`config.mk`:
```
export PLATFORM = sky130hd
export DESIGN_NAME = hpsh_core
export DESIGN_NICKNAME = d
export VERILOG_FILES = /design/src/shared/hpsh_pkg.sv /design/src/shared/hpsh_link_if.sv /design/src/design/hpsh_core.sv /design/src/design/hpsh_pin_sync.sv
export SDC_FILE = /design/constraint.sdc
export NUM_CORES = 1
export LEC_CHECK = 0
export BUFFER_PORTS_ARGS = -buffer_cell sky130_fd_sc_hd__buf_2
export CORE_ASPECT_RATIO = 0.7
export CORE_UTILIZATION = 50
export DETAILED_ROUTE_END_ITERATION = 10
export GPL_TIMING_DRIVEN = 0
export PLACE_DENSITY = 0.72
export RECOVER_POWER = 25
export SLEW_MARGIN = 20
export SYNTH_ARGS = -nofsm -noshare
export SYNTH_HDL_FRONTEND = slang
export SYNTH_SLANG_ARGS = --single-unit
export TNS_END_PERCENT = 30
```
`constraint.sdc`:
```
create_clock -name mclk -period 3.5 [get_ports mclk]
set_clock_uncertainty 0.2 [all_clocks]
set_input_delay 0.7 -clock mclk [delete_from_list [all_inputs] [get_ports mclk]]
set_output_delay 0.7 -clock mclk [all_outputs]
set_load 0.02 [all_outputs]
```
`src/shared/hpsh_pkg.sv`:
```
// Constants, types and decode helpers of the host port strobe handshake.
// Assumes a single 250 MHz core clock; host pins arrive asynchronously.
package hpsh_pkg;

    // ****************************************
    // Timing
    // ****************************************
    localparam int CLK_PERIOD_PS = 4000;
    localparam int HIZ_MAX_PS    = 12000;
    localparam int HIZ_CYC       = HIZ_MAX_PS / CLK_PERIOD_PS;
    localparam int HALF2_MAX_PS  = 4 * CLK_PERIOD_PS + 8000;
    localparam int HALF2_CYC     = HALF2_MAX_PS / CLK_PERIOD_PS;
    localparam int SYNC_LAT      = 2;

    // ****************************************
    // Widths and pin vector layout
    // ****************************************
    localparam int DATA_W      = 32;
    localparam int HALF_W      = 16;
    localparam int PIN_DATA    = 0;
    localparam int PIN_CS      = 32;
    localparam int PIN_DS1     = 33;
    localparam int PIN_DS2     = 34;
    localparam int PIN_AS      = 35;
    localparam int PIN_RNW     = 36;
    localparam int PIN_HWS     = 37;
    localparam int PIN_MODE    = 38;
    localparam int PIN_ACF     = 39;
    localparam int PIN_W       = 41;
    localparam logic [PIN_W-1:0] PIN_IDLE = 41'h09_0000_0000;

    // ****************************************
    // Access control codes and reset values
    // ****************************************
    localparam logic [1:0]        ACF_DATA_INC = 2'h2;
    localparam logic [1:0]        ACF_DATA_FIX = 2'h3;
    localparam logic [DATA_W-1:0] DATA_RST     = 32'h0000_0000;

    typedef enum logic [2:0] {
        ST_IDLE,
        ST_FETCH,
        ST_RD,
        ST_WR_WAIT,
        ST_WR
    } hpsh_state_e;

    // Access targets the data register
    function automatic logic hpsh_is_data(input logic [1:0] acf);
        return (acf == ACF_DATA_INC) || (acf == ACF_DATA_FIX);
    endfunction

    // Access needs an internal fetch or store (whole word boundary)
    function automatic logic hpsh_word_edge(input logic m16,
                                            input logic hw,
                                            input logic first);
        return !m16 || (hw == !first);
    endfunction

endpackage

```
`src/shared/hpsh_link_if.sv`:
```
// Synchronised host strobe events and select lines.
// Assumes driver and receiver share mclk.
`timescale 1ns/1ps
`default_nettype none
interface hpsh_link_if;
    import hpsh_pkg::*;
    logic              strobe_fall;
    logic              strobe_rise;
    logic              strobe_low;
    logic              sel_rnw;
    logic [1:0]        sel_acf;
    logic              sel_hw;
    logic              mode16;
    logic [DATA_W-1:0] wdata;

    modport sync (output strobe_fall, strobe_rise, strobe_low, sel_rnw,
                  sel_acf, sel_hw, mode16, wdata);
    modport core (input strobe_fall, strobe_rise, strobe_low, sel_rnw,
                  sel_acf, sel_hw, mode16, wdata);
endinterface
`default_nettype wire

```
`src/design/hpsh_core.sv`:
```
// Device side of the strobe driven parallel host port.
// Assumes host pins are raw asynchronous inputs and that the internal
// fetch and store ports live on mclk.
//
// Operation
// - Access strobe is chip select or xnor strobes
// - First data read fetches; ready high until loaded
// - Data write ready stays high while buffer full
// - Bus driven on reads only, released promptly
// - Read data valid on the same edge ready goes low
// - Second half read served without fetch
`timescale 1ns/1ps
`default_nettype none
module hpsh_core (
    // Clock and reset
    input  wire logic                        mclk,
    input  wire logic                        rst_b,
    // Host strobes and selects
    input  wire logic                        host_chip_select_n,
    input  wire logic                        data_strobe_one,
    input  wire logic                        data_strobe_two,
    input  wire logic                        addr_strobe_n,
    input  wire logic [1:0]                  access_control_field,
    input  wire logic                        read_not_write,
    input  wire logic                        half_word_select,
    input  wire logic                        half_width_mode,
    // Host data bus and ready
    input  wire logic [hpsh_pkg::DATA_W-1:0] port_data_in,
    output logic      [hpsh_pkg::DATA_W-1:0] port_data_out,
    output logic                             port_data_oe,
    output logic                             host_ready_n,
    // Fetch port of the internal dma engine
    output logic                             fetch_req,
    input  wire logic                        fetch_ack,
    input  wire logic [hpsh_pkg::DATA_W-1:0] fetch_data,
    // Store port into the write buffer
    output logic                             store_valid,
    input  wire logic                        store_ready,
    output logic      [hpsh_pkg::DATA_W-1:0] store_data
);
    import hpsh_pkg::*;

    localparam int RDY2_MAX = HALF2_CYC - SYNC_LAT - 1;

    typedef struct packed {
        hpsh_state_e       st;
        logic [DATA_W-1:0] data;
        logic [DATA_W-1:0] dout;
        logic [DATA_W-1:0] sdata;
        logic              oe;
        logic              rdy_n;
        logic              fetch;
        logic              pend;
        logic [1:0]        acf;
        logic              hw;
        logic              m16;
    } hpsh_core_s;

    hpsh_core_s        q;
    hpsh_core_s        d;
    logic [PIN_W-1:0]  pins;
    logic [DATA_W-1:0] word;

    hpsh_link_if lk ();

    // Pick the half or whole word that goes out on the bus
    function automatic logic [DATA_W-1:0] out_view(
            input logic [DATA_W-1:0] w,
            input logic              m16,
            input logic              hw);
        logic [DATA_W-1:0] v;
        v = w;
        if (m16) begin
            v = {{HALF_W{1'b0}}, hw ? w[DATA_W-1:HALF_W] : w[HALF_W-1:0]};
        end
        return v;
    endfunction

    // ****************************************
    // Pin synchroniser
    // ****************************************
    assign pins = {access_control_field, half_width_mode, half_word_select,
                   read_not_write, addr_strobe_n, data_strobe_two,
                   data_strobe_one, host_chip_select_n, port_data_in};

    hpsh_pin_sync u_sync (
        .mclk  (mclk),
        .rst_b (rst_b),
        .pins  (pins),
        .lk    (lk.sync)
    );

    // ****************************************
    // Access sequencer
    // ****************************************
    always_comb begin
        d    = q;
        word = q.data;
        if (q.pend && store_ready) begin
            d.pend = 1'b0;
        end
        case (q.st)
            ST_IDLE: begin
                d.rdy_n = 1'b1;
                if (lk.strobe_fall) begin
                    d.acf = lk.sel_acf;
                    d.hw  = lk.sel_hw;
                    d.m16 = lk.mode16;
                    if (lk.sel_rnw) begin
                        d.oe = 1'b1;
                        if (hpsh_is_data(lk.sel_acf) &&
                            hpsh_word_edge(lk.mode16, lk.sel_hw, 1'b1)) begin
                            d.fetch = 1'b1;
                            d.st    = ST_FETCH;
                        end else begin
                            // Held word serves the second half
                            d.dout  = out_view(q.data, lk.mode16, lk.sel_hw);
                            d.rdy_n = 1'b0;
                            d.st    = ST_RD;
                        end
                    end else begin
                        d.st = ST_WR_WAIT;
                    end
                end
            end
            ST_FETCH: begin
                d.rdy_n = 1'b1;
                if (fetch_ack) begin
                    d.fetch = 1'b0;
                    d.data  = fetch_data;
                    d.dout  = out_view(fetch_data, q.m16, q.hw);
                    d.rdy_n = 1'b0;
                    d.st    = ST_RD;
                end
            end
            ST_RD: begin
                if (lk.strobe_rise) begin
                    d.oe    = 1'b0;
                    d.rdy_n = 1'b1;
                    d.st    = ST_IDLE;
                end
            end
            ST_WR_WAIT: begin
                if (!hpsh_is_data(q.acf) || (!q.pend && store_ready)) begin
                    d.rdy_n = 1'b0;
                    d.st    = ST_WR;
                end else begin
                    d.rdy_n = 1'b1;
                end
            end
            ST_WR: begin
                if (lk.strobe_rise) begin
                    if (!q.m16) begin
                        word = lk.wdata;
                    end else if (q.hw) begin
                        word[DATA_W-1:HALF_W] = lk.wdata[HALF_W-1:0];
                    end else begin
                        word[HALF_W-1:0] = lk.wdata[HALF_W-1:0];
                    end
                    if (hpsh_is_data(q.acf)) begin
                        d.data = word;
                        if (hpsh_word_edge(q.m16, q.hw, 1'b0)) begin
                            d.sdata = word;
                            d.pend  = 1'b1;
                        end
                    end
                    d.rdy_n = 1'b1;
                    d.st    = ST_IDLE;
                end
            end
            default: begin
                d.st = ST_IDLE;
            end
        endcase
    end

    always_ff @(posedge mclk or negedge rst_b) begin
        if (!rst_b) begin
            q <= '{st: ST_IDLE, data: DATA_RST, dout: DATA_RST,
                   sdata: DATA_RST, rdy_n: 1'b1, default: '0};
        end else begin
            q <= d;
        end
    end

    // ****************************************
    // Outputs
    // ****************************************
    assign port_data_out = q.dout;
    assign port_data_oe  = q.oe & lk.strobe_low;
    assign host_ready_n  = q.rdy_n;
    assign fetch_req     = q.fetch;
    assign store_valid   = q.pend;
    assign store_data    = q.sdata;

    // ****************************************
    // Checks
    // ****************************************
    chk_fetch_holds_ready: assert property (@(posedge mclk) disable iff (!rst_b)
        fetch_req |-> host_ready_n)
        else $error("ready low while fetch outstanding");

    chk_fetch_on_first: assert property (@(posedge mclk) disable iff (!rst_b)
        (q.st == ST_IDLE && lk.strobe_fall && lk.sel_rnw &&
         hpsh_is_data(lk.sel_acf) && (!lk.mode16 || !lk.sel_hw))
        |=> fetch_req && host_ready_n)
        else $error("first read did not request a fetch");

    chk_full_not_ready: assert property (@(posedge mclk) disable iff (!rst_b)
        (q.st == ST_WR_WAIT && hpsh_is_data(q.acf) && (q.pend || !store_ready))
        |=> host_ready_n)
        else $error("ready given while write buffer full");

    chk_release_bus: assert property (@(posedge mclk) disable iff (!rst_b)
        lk.strobe_rise |-> !port_data_oe ##1 !port_data_oe)
        else $error("bus still driven after strobe rise");

    chk_drive_reads: assert property (@(posedge mclk) disable iff (!rst_b)
        port_data_oe |-> (q.st == ST_FETCH || q.st == ST_RD))
        else $error("bus driven outside a read");

    chk_data_before_rdy: assert property (@(posedge mclk) disable iff (!rst_b)
        ($fell(host_ready_n) && q.st == ST_RD) |->
            port_data_out == out_view(q.data, q.m16, q.hw))
        else $error("ready low without valid read data");

    chk_second_half: assert property (@(posedge mclk) disable iff (!rst_b)
        (q.st == ST_IDLE && lk.strobe_fall && lk.sel_rnw && lk.mode16 &&
         lk.sel_hw) |-> ##[1:RDY2_MAX] (!host_ready_n && !fetch_req))
        else $error("second half read late or fetched again");

    chk_word_store: assert property (@(posedge mclk) disable iff (!rst_b)
        $rose(store_valid) |-> !$past(q.m16) || $past(q.hw))
        else $error("store issued on first half word");

    cov_word_read: cover property (@(posedge mclk) disable iff (!rst_b)
        fetch_req && fetch_ack && !q.m16);
    cov_half_read: cover property (@(posedge mclk) disable iff (!rst_b)
        q.st == ST_RD && q.m16 && q.hw);
    cov_full_stall: cover property (@(posedge mclk) disable iff (!rst_b)
        q.st == ST_WR_WAIT && host_ready_n ##1 !host_ready_n);
    cov_store: cover property (@(posedge mclk) disable iff (!rst_b)
        store_valid && store_ready);

endmodule
`default_nettype wire

```
`src/design/hpsh_pin_sync.sv`:
```
// Pin synchroniser and combined access strobe former.
// Assumes all host pins are asynchronous to mclk.
`timescale 1ns/1ps
`default_nettype none
module hpsh_pin_sync (
    // Clock and reset
    input  wire logic                     mclk,
    input  wire logic                     rst_b,
    // Raw host pins
    input  wire logic [hpsh_pkg::PIN_W-1:0] pins,
    // Synchronised view
    hpsh_link_if.sync                     lk
);
    import hpsh_pkg::*;

    typedef struct packed {
        logic [PIN_W-1:0] meta;
        logic [PIN_W-1:0] sync;
        logic             strb_n;
        logic             as_n;
        logic             held;
        logic [3:0]       sel;
    } hpsh_sync_s;

    hpsh_sync_s q;
    hpsh_sync_s d;
    logic       strb_n;
    logic [3:0] cur_sel;
    logic [3:0] eff_sel;

    // ****************************************
    // Strobe forming and select capture
    // ****************************************
    always_comb begin
        strb_n  = ~(q.sync[PIN_DS1] ^ q.sync[PIN_DS2]) | q.sync[PIN_CS];
        cur_sel = {q.sync[PIN_ACF+1], q.sync[PIN_ACF], q.sync[PIN_RNW],
                   q.sync[PIN_HWS]};
        eff_sel = q.held ? q.sel : cur_sel;
        d       = q;
        d.meta  = pins;
        d.sync  = q.meta;
        d.strb_n = strb_n;
        d.as_n  = q.sync[PIN_AS];
        if (!q.strb_n && strb_n) begin
            d.held = 1'b0;
        end
        if (q.as_n && !q.sync[PIN_AS]) begin
            d.held = 1'b1;
            d.sel  = cur_sel;
        end
    end

    always_ff @(posedge mclk or negedge rst_b) begin
        if (!rst_b) begin
            q <= '{meta: PIN_IDLE, sync: PIN_IDLE, strb_n: 1'b1,
                   as_n: 1'b1, default: '0};
        end else begin
            q <= d;
        end
    end

    assign lk.strobe_fall = q.strb_n & ~strb_n;
    assign lk.strobe_rise = ~q.strb_n & strb_n;
    assign lk.strobe_low  = ~strb_n;
    assign lk.sel_acf     = eff_sel[3:2];
    assign lk.sel_rnw     = eff_sel[1];
    assign lk.sel_hw      = eff_sel[0];
    assign lk.mode16      = q.sync[PIN_MODE];
    assign lk.wdata       = q.sync[PIN_DATA +: DATA_W];

    // ****************************************
    // Checks
    // ****************************************
    chk_strobe_form: assert property (@(posedge mclk) disable iff (!rst_b)
        lk.strobe_fall |-> !q.sync[PIN_CS] &&
            (q.sync[PIN_DS1] != q.sync[PIN_DS2]) && $past(lk.strobe_low) == 1'b0)
        else $error("strobe fell without select and differing data strobes");

endmodule
`default_nettype wire

```
# Yosys cells after proc, flatten, opt, wreduce, memory -nomap -nowiden
# Index checks and enable logic that the tools add are counted.
[totals] out_inout_bits=68 register_bits=196 wordCells=113 input_bits=77
[op_classes] n_eq_ne=17 muxes=40 n_bitwise=9 reduce_logical=30
[ops] cell="$mux 32" count=7
[ops] cell="$pmux 32 s2" count=2
[ops] cell="$mux 67" count=1
[ops] cell="$mux 16" count=4
[ops] cell="$mux 35" count=1
[ops] cell="$ne 2x2->1 const B" count=8
[ops] cell="$mux 3" count=5
[ops] cell="$pmux 3 s5" count=1
[ops] cell="$reduce_and 5->1" count=3
[ops] cell="$reduce_and 4->1" count=3
[ops] cell="$mux 1" count=10
[ops] cell="$eq 2x2->1 const B" count=4
[ops] cell="$mux 2" count=4
[ops] cell="$reduce_bool 2->1" count=4
[ops] cell="$eq 3x2->1 const B" count=2
[ops] cell="$logic_not 1->1" count=6
[ops] cell="$logic_and 1x1->1" count=5
[ops] cell="$logic_or 1x1->1" count=5
[ops] cell="$mux 5" count=1
[ops] cell="$pmux 1 s5" count=1
[ops] cell="$reduce_bool 5->1" count=1
[ops] cell="$mux 4" count=1
[ops] cell="$not 1->1" count=4
[ops] cell="$pmux 1 s2" count=2
[ops] cell="other kinds (9)" count=11

# Longest topological paths before layout
[depth] word_depth=8 ltp_mapped=7 depth_no_buf=4

# Cells and area by module
# A second synthesis with hierarchy kept.
[hier_totals] hier_cells=793 hier_area_um2=8831.0
[modules_own_cells] mod="hpsh_core" n_inst=1 cells_per_inst=655 area_per_inst_um2=6184.7
[modules_own_cells] mod="hpsh_pin_sync" n_inst=1 cells_per_inst=138 area_per_inst_um2=2646.3

# Worst setup path after synthesis
# Ideal clock, no wire load.
[synth_path] kind="input-to-reg" start="input port fetch_ack" end="register q (netlist bit port_data_out[12])" path_stages=5 setup_time_ps=125 n_path_buf=2 arrival_ps=1962 path_slack_ps=1213 path_cell_list="clkbuf_1 -> o2111ai_1 -> o31ai_4 -> buf_6 -> mux2_2"
[synth_between] elab_chain_len=2
[synth_rtl] item="start: declaration" line="hpsh_core.sv:34" rtl="input wire logic fetch_ack,"
[synth_rtl] item="$ne 2x2->1 (no line)"
[synth_rtl] item="$reduce_and 5->1 (no line)"
[synth_rtl] item="end signal: assignment" line="hpsh_core.sv:179" rtl="q <= '{st: ST_IDLE, data: DATA_RST, dout: DATA_RST,"
[synth_rtl] item="end: declaration" line="hpsh_core.sv:59" rtl="hpsh_core_s q;"
# No other way between the ends.
# A chain may end at the register's enable or synchronous reset.

# Final worst setup path
[layout_path] start="register u_sync.q[41] in the netlist's numbering" end="output port port_data_oe"
[layout_between] elab_chain_len=5
[layout_rtl] item="start: declaration" line="hpsh_pin_sync.sv:25" rtl="hpsh_sync_s q;"
[layout_rtl] item="start signal: assignment" line="hpsh_pin_sync.sv:55" rtl="q <= '{meta: PIN_IDLE, sync: PIN_IDLE, strb_n: 1'b1,"
[layout_rtl] item="$xor 1x1->1" line="hpsh_pin_sync.sv:35" rtl="strb_n = ~(q.sync[PIN_DS1] ^ q.sync[PIN_DS2]) | q.sync[PIN_CS];"
[layout_rtl] item="$not 1->1" line="hpsh_pin_sync.sv:35"
[layout_rtl] item="$or 1x1->1" line="hpsh_pin_sync.sv:35"
[layout_rtl] item="$not 1->1" line="hpsh_pin_sync.sv:64" rtl="assign lk.strobe_low = ~strb_n;"
[layout_rtl] item="$and 1x1->1" line="hpsh_core.sv:190" rtl="assign port_data_oe = q.oe & lk.strobe_low;"
[layout_rtl] item="end: declaration" line="hpsh_core.sv:30" rtl="output logic port_data_oe,"
# No other way between the ends.

==> flow_summary.yaml <==
global_routing:
  use_met2: 0.359
  grt_pass1_wl_microns: 31900
  overflow: 0
  grt_util_met3: 0.0398
  grt_max_degree: 82
  grt-busiest-layer: "met1"
  grt_use_met1: 0.402
  antenna_found_initial: 1
  track_usage: 0.256
  first_global_vias: 5554
sta:
  timing.final.ws_setup_ns: 0.655
  setup_viol: 0
  fin_crit_sh: 0.813
  timing.fmax_mhz: 352
  rsz0062_at_grt: "no"
  period_minus_slack_ns: 2.84
  worstMarginPinSlew_ns: 1.23
  slew_viol_final: 0
  max_slew_margin: 0.179
  hold_viol: 0
cells_and_area:
  drive_gt1_frac: 0.368
  syn2layout_area_growth_pct: 20.1
  mostFrequentLayoutCell: "dfrtp_1"
  instances_no_fill: 1082
  fillers: 1355
  mostFrequentLayoutCells: "dfrtp_1, buf_2, buf_4"
  final_core_util: 0.613
  nNetsFinal: 920
drt:
  drc_errors: 0
  wl_per_cell_microns: 19.1
  dr_total_vias: 5783
  ant_nets: 0
  routed_wl_microns: 20600
  drtIter0Drc: 484
  drtPass1Iterations: 5
  avgViaCountPerCell: 5.34
placed_design:
  dpl.hpwl_microns: 15900
  port-buffer-count: 143
  gp_congestion: 0.915
  place_ws_ns: 0.802
  placedCellCount: 1048
worst_setup_path:
  worstSetupPathType: "flip-flop to output port"
  worst_setup_path_end_kind: "output port"
  cp.arrival_ns: 1.94
  startpoint_type: "flip-flop"
  critPathRequiredTime_ns: 2.60
  crit_fanout: 8
synth:
  ys_ff_latch: 192
  synth_seq_area_share: 0.580
  netlist_area_sq_um: 8300
  synth_fp_nets: 755
  synthCells: 678
  avgSynthCellArea_sq_um: 12.2
  yosysUniqueCellTypes: 41
  yosys_warnings: 0
floorplanning:
  pin_count: 145
  die-area_sq_um: 17100
  die_height_microns: 110
  start_util: 0.511
  rows: 39
  core_area_sq_um: 16200
  die_x_microns: 156
cts:
  clk_pin_slew_ns: 0.07
  clk_path_buf_depth: 2
  clock_sinks: 192
  cts-root-buf: "clkbuf_16"
  htree_levels: 4
  cts_tree: "yes"
  clk-insertion-delay-late_ns: 0.44
  cts_buffers: 17
  postCtsSetupBuffers: 0
  cts.repair.resized: 0
power:
  p_per_area_nw_per_um2: 825
  p_leak_uw: 0.00502
  ir_drop_mv: 0.434
  p_total_uw: 8220
min_path:
  min_path_type: "flip-flop to flip-flop"
job:
  drv_cap: 0
outcome:
  status: "finished clean"
layout make-up:
type                       instances  area [sq um]  area share
clock buffer                      20           457      0.0458
tap                              225           282      0.0282
multi-input combinational        342          2640       0.265
sequential                       192          4810       0.483
inverter                          39           146      0.0147
buffer                           105           698      0.0700
antenna                            1          2.50    0.000251
clock inverter                    12           145      0.0146
timing repair buffer             146           781      0.0783
kinds of logic (layout without fill, tap and decap cells):
| group | Yosys count | in the layout | share of synthesized area |
|---|---|---|---|
| multiplexers | 105 | 105 | 0.133 |
| XOR/XNOR | 2 | 2 | 0.00211 |
| flip-flops | 192 | 192 | 0.580 |
| AND/OR/NAND/NOR | 114 | 114 | 0.0684 |
| AO/OA/AOI/OAI | 121 | 121 | 0.115 |
| buffers and inverters | 144 | 322 | 0.102 |
| other | 0 | 1 | 0 |
per-layer routing:
layer | vias up | wire, microns | part of all wire
met1 | 2833 | 10000 | 0.48
li1 | 2683 | - | -
met5 | - | 0 | 0
met2 | 238 | 8810 | 0.43
met3 | 29 | 1460 | 0.071
met4 | 0 | 360 | 0.017
metrics by stage:
stage          setup TNS (ns)  cell area [sq um]  hold slack [ns]
5_1_grt                     0               9970            0.143
3_5_place_dp                0               9360            0.135
6_report                    0               9970            0.143
3_3_place_gp          -232.71               9300            0.133
2_1_floorplan               0               8300            0.131
4_1_cts                     0               9970            0.139
synthesized netlist by cell type:
library cell	n	area, sq um
buf_4	68	510
xor2_1	1	8.76
nor3b_4	1	18.8
or3b_1	1	8.76
o211ai_4	1	21.3
and2_1	3	18.8
o21ai_0	40	200
xnor2_1	1	8.76
mux2i_1	66	661
and3_1	17	106
dfstp_2	7	184
nor2_2	1	6.26
mux2i_2	1	13.8
a21oi_1	3	15.0
a221o_1	32	320
o21ai_2	1	8.76
mux2_2	36	405
a41oi_1	1	8.76
nand3_1	2	10.0
mux2_4	1	15.0
inv_1	39	146
o221ai_1	18	158
a22oi_1	16	120
nand2_1	41	154
nand4_1	16	100
a21boi_4	1	18.8
a2bb2oi_1	1	8.76
o31ai_4	1	21.3
nand2b_1	2	12.5
o211ai_1	2	15.0
and4bb_2	1	12.5
buf_6	4	45.0
buf_1	2	7.51
nor3_1	3	15.0
mux2_1	1	11.3
nor2b_1	3	18.8
clkbuf_1	16	60.1
o2111ai_1	4	35.0
nor2_1	23	86.3
buf_2	15	75.1
dfrtp_1	185	4630
critical path, stage by stage, from the launching register on:
cell and delay (ns):
dfrtp_1 0.40, xnor2_1 0.49, nor2_1 0.25, and2_1 0.22, buf_2 0.15
timing repair:
| item | in CTS | in global routing |
|---|---|---|
| setup endpoints to repair | 0 | 0 |
| hold buffers | 1 | 0 |
| hold endpoints to repair | 44 | 0 |
registers in the layout, summed over array words and instances (netlist names):
register / count
u_sync.cur_sel: 3
u_sync.lk.mode16: 1
u_sync.q: 9
store_valid: 1
port_data_out: 32
fetch_req: 1
u_sync.d: 41
u_sync.lk.wdata: 32
q: 39
host_ready_n: 1
store_data: 32
worst paths after layout:
path	start	endpoint	slack, ns	cells past startpoint
min in group asynchronous	rst_b	port_data_out[8]	0.86	2
max	u_sync.q[41]	port_data_oe	0.66	4
min reg2reg	u_sync.d[45]	u_sync.lk.mode16	0.14	0
max in group asynchronous	rst_b	u_sync.lk.wdata[1]	0.95	4
max reg2reg	u_sync.q[41]	q[84]	1.01	5
min	u_sync.d[45]	u_sync.lk.mode16	0.14	0
power breakdown:
part           leakage [uW]  switching [uW]  internal (uW)
clock              0.000285             891           1050
combinational       0.00235            1590           1450
sequential          0.00238             433           2800
total               0.00502            2920           5300
(Power assumes the default switching activity.)
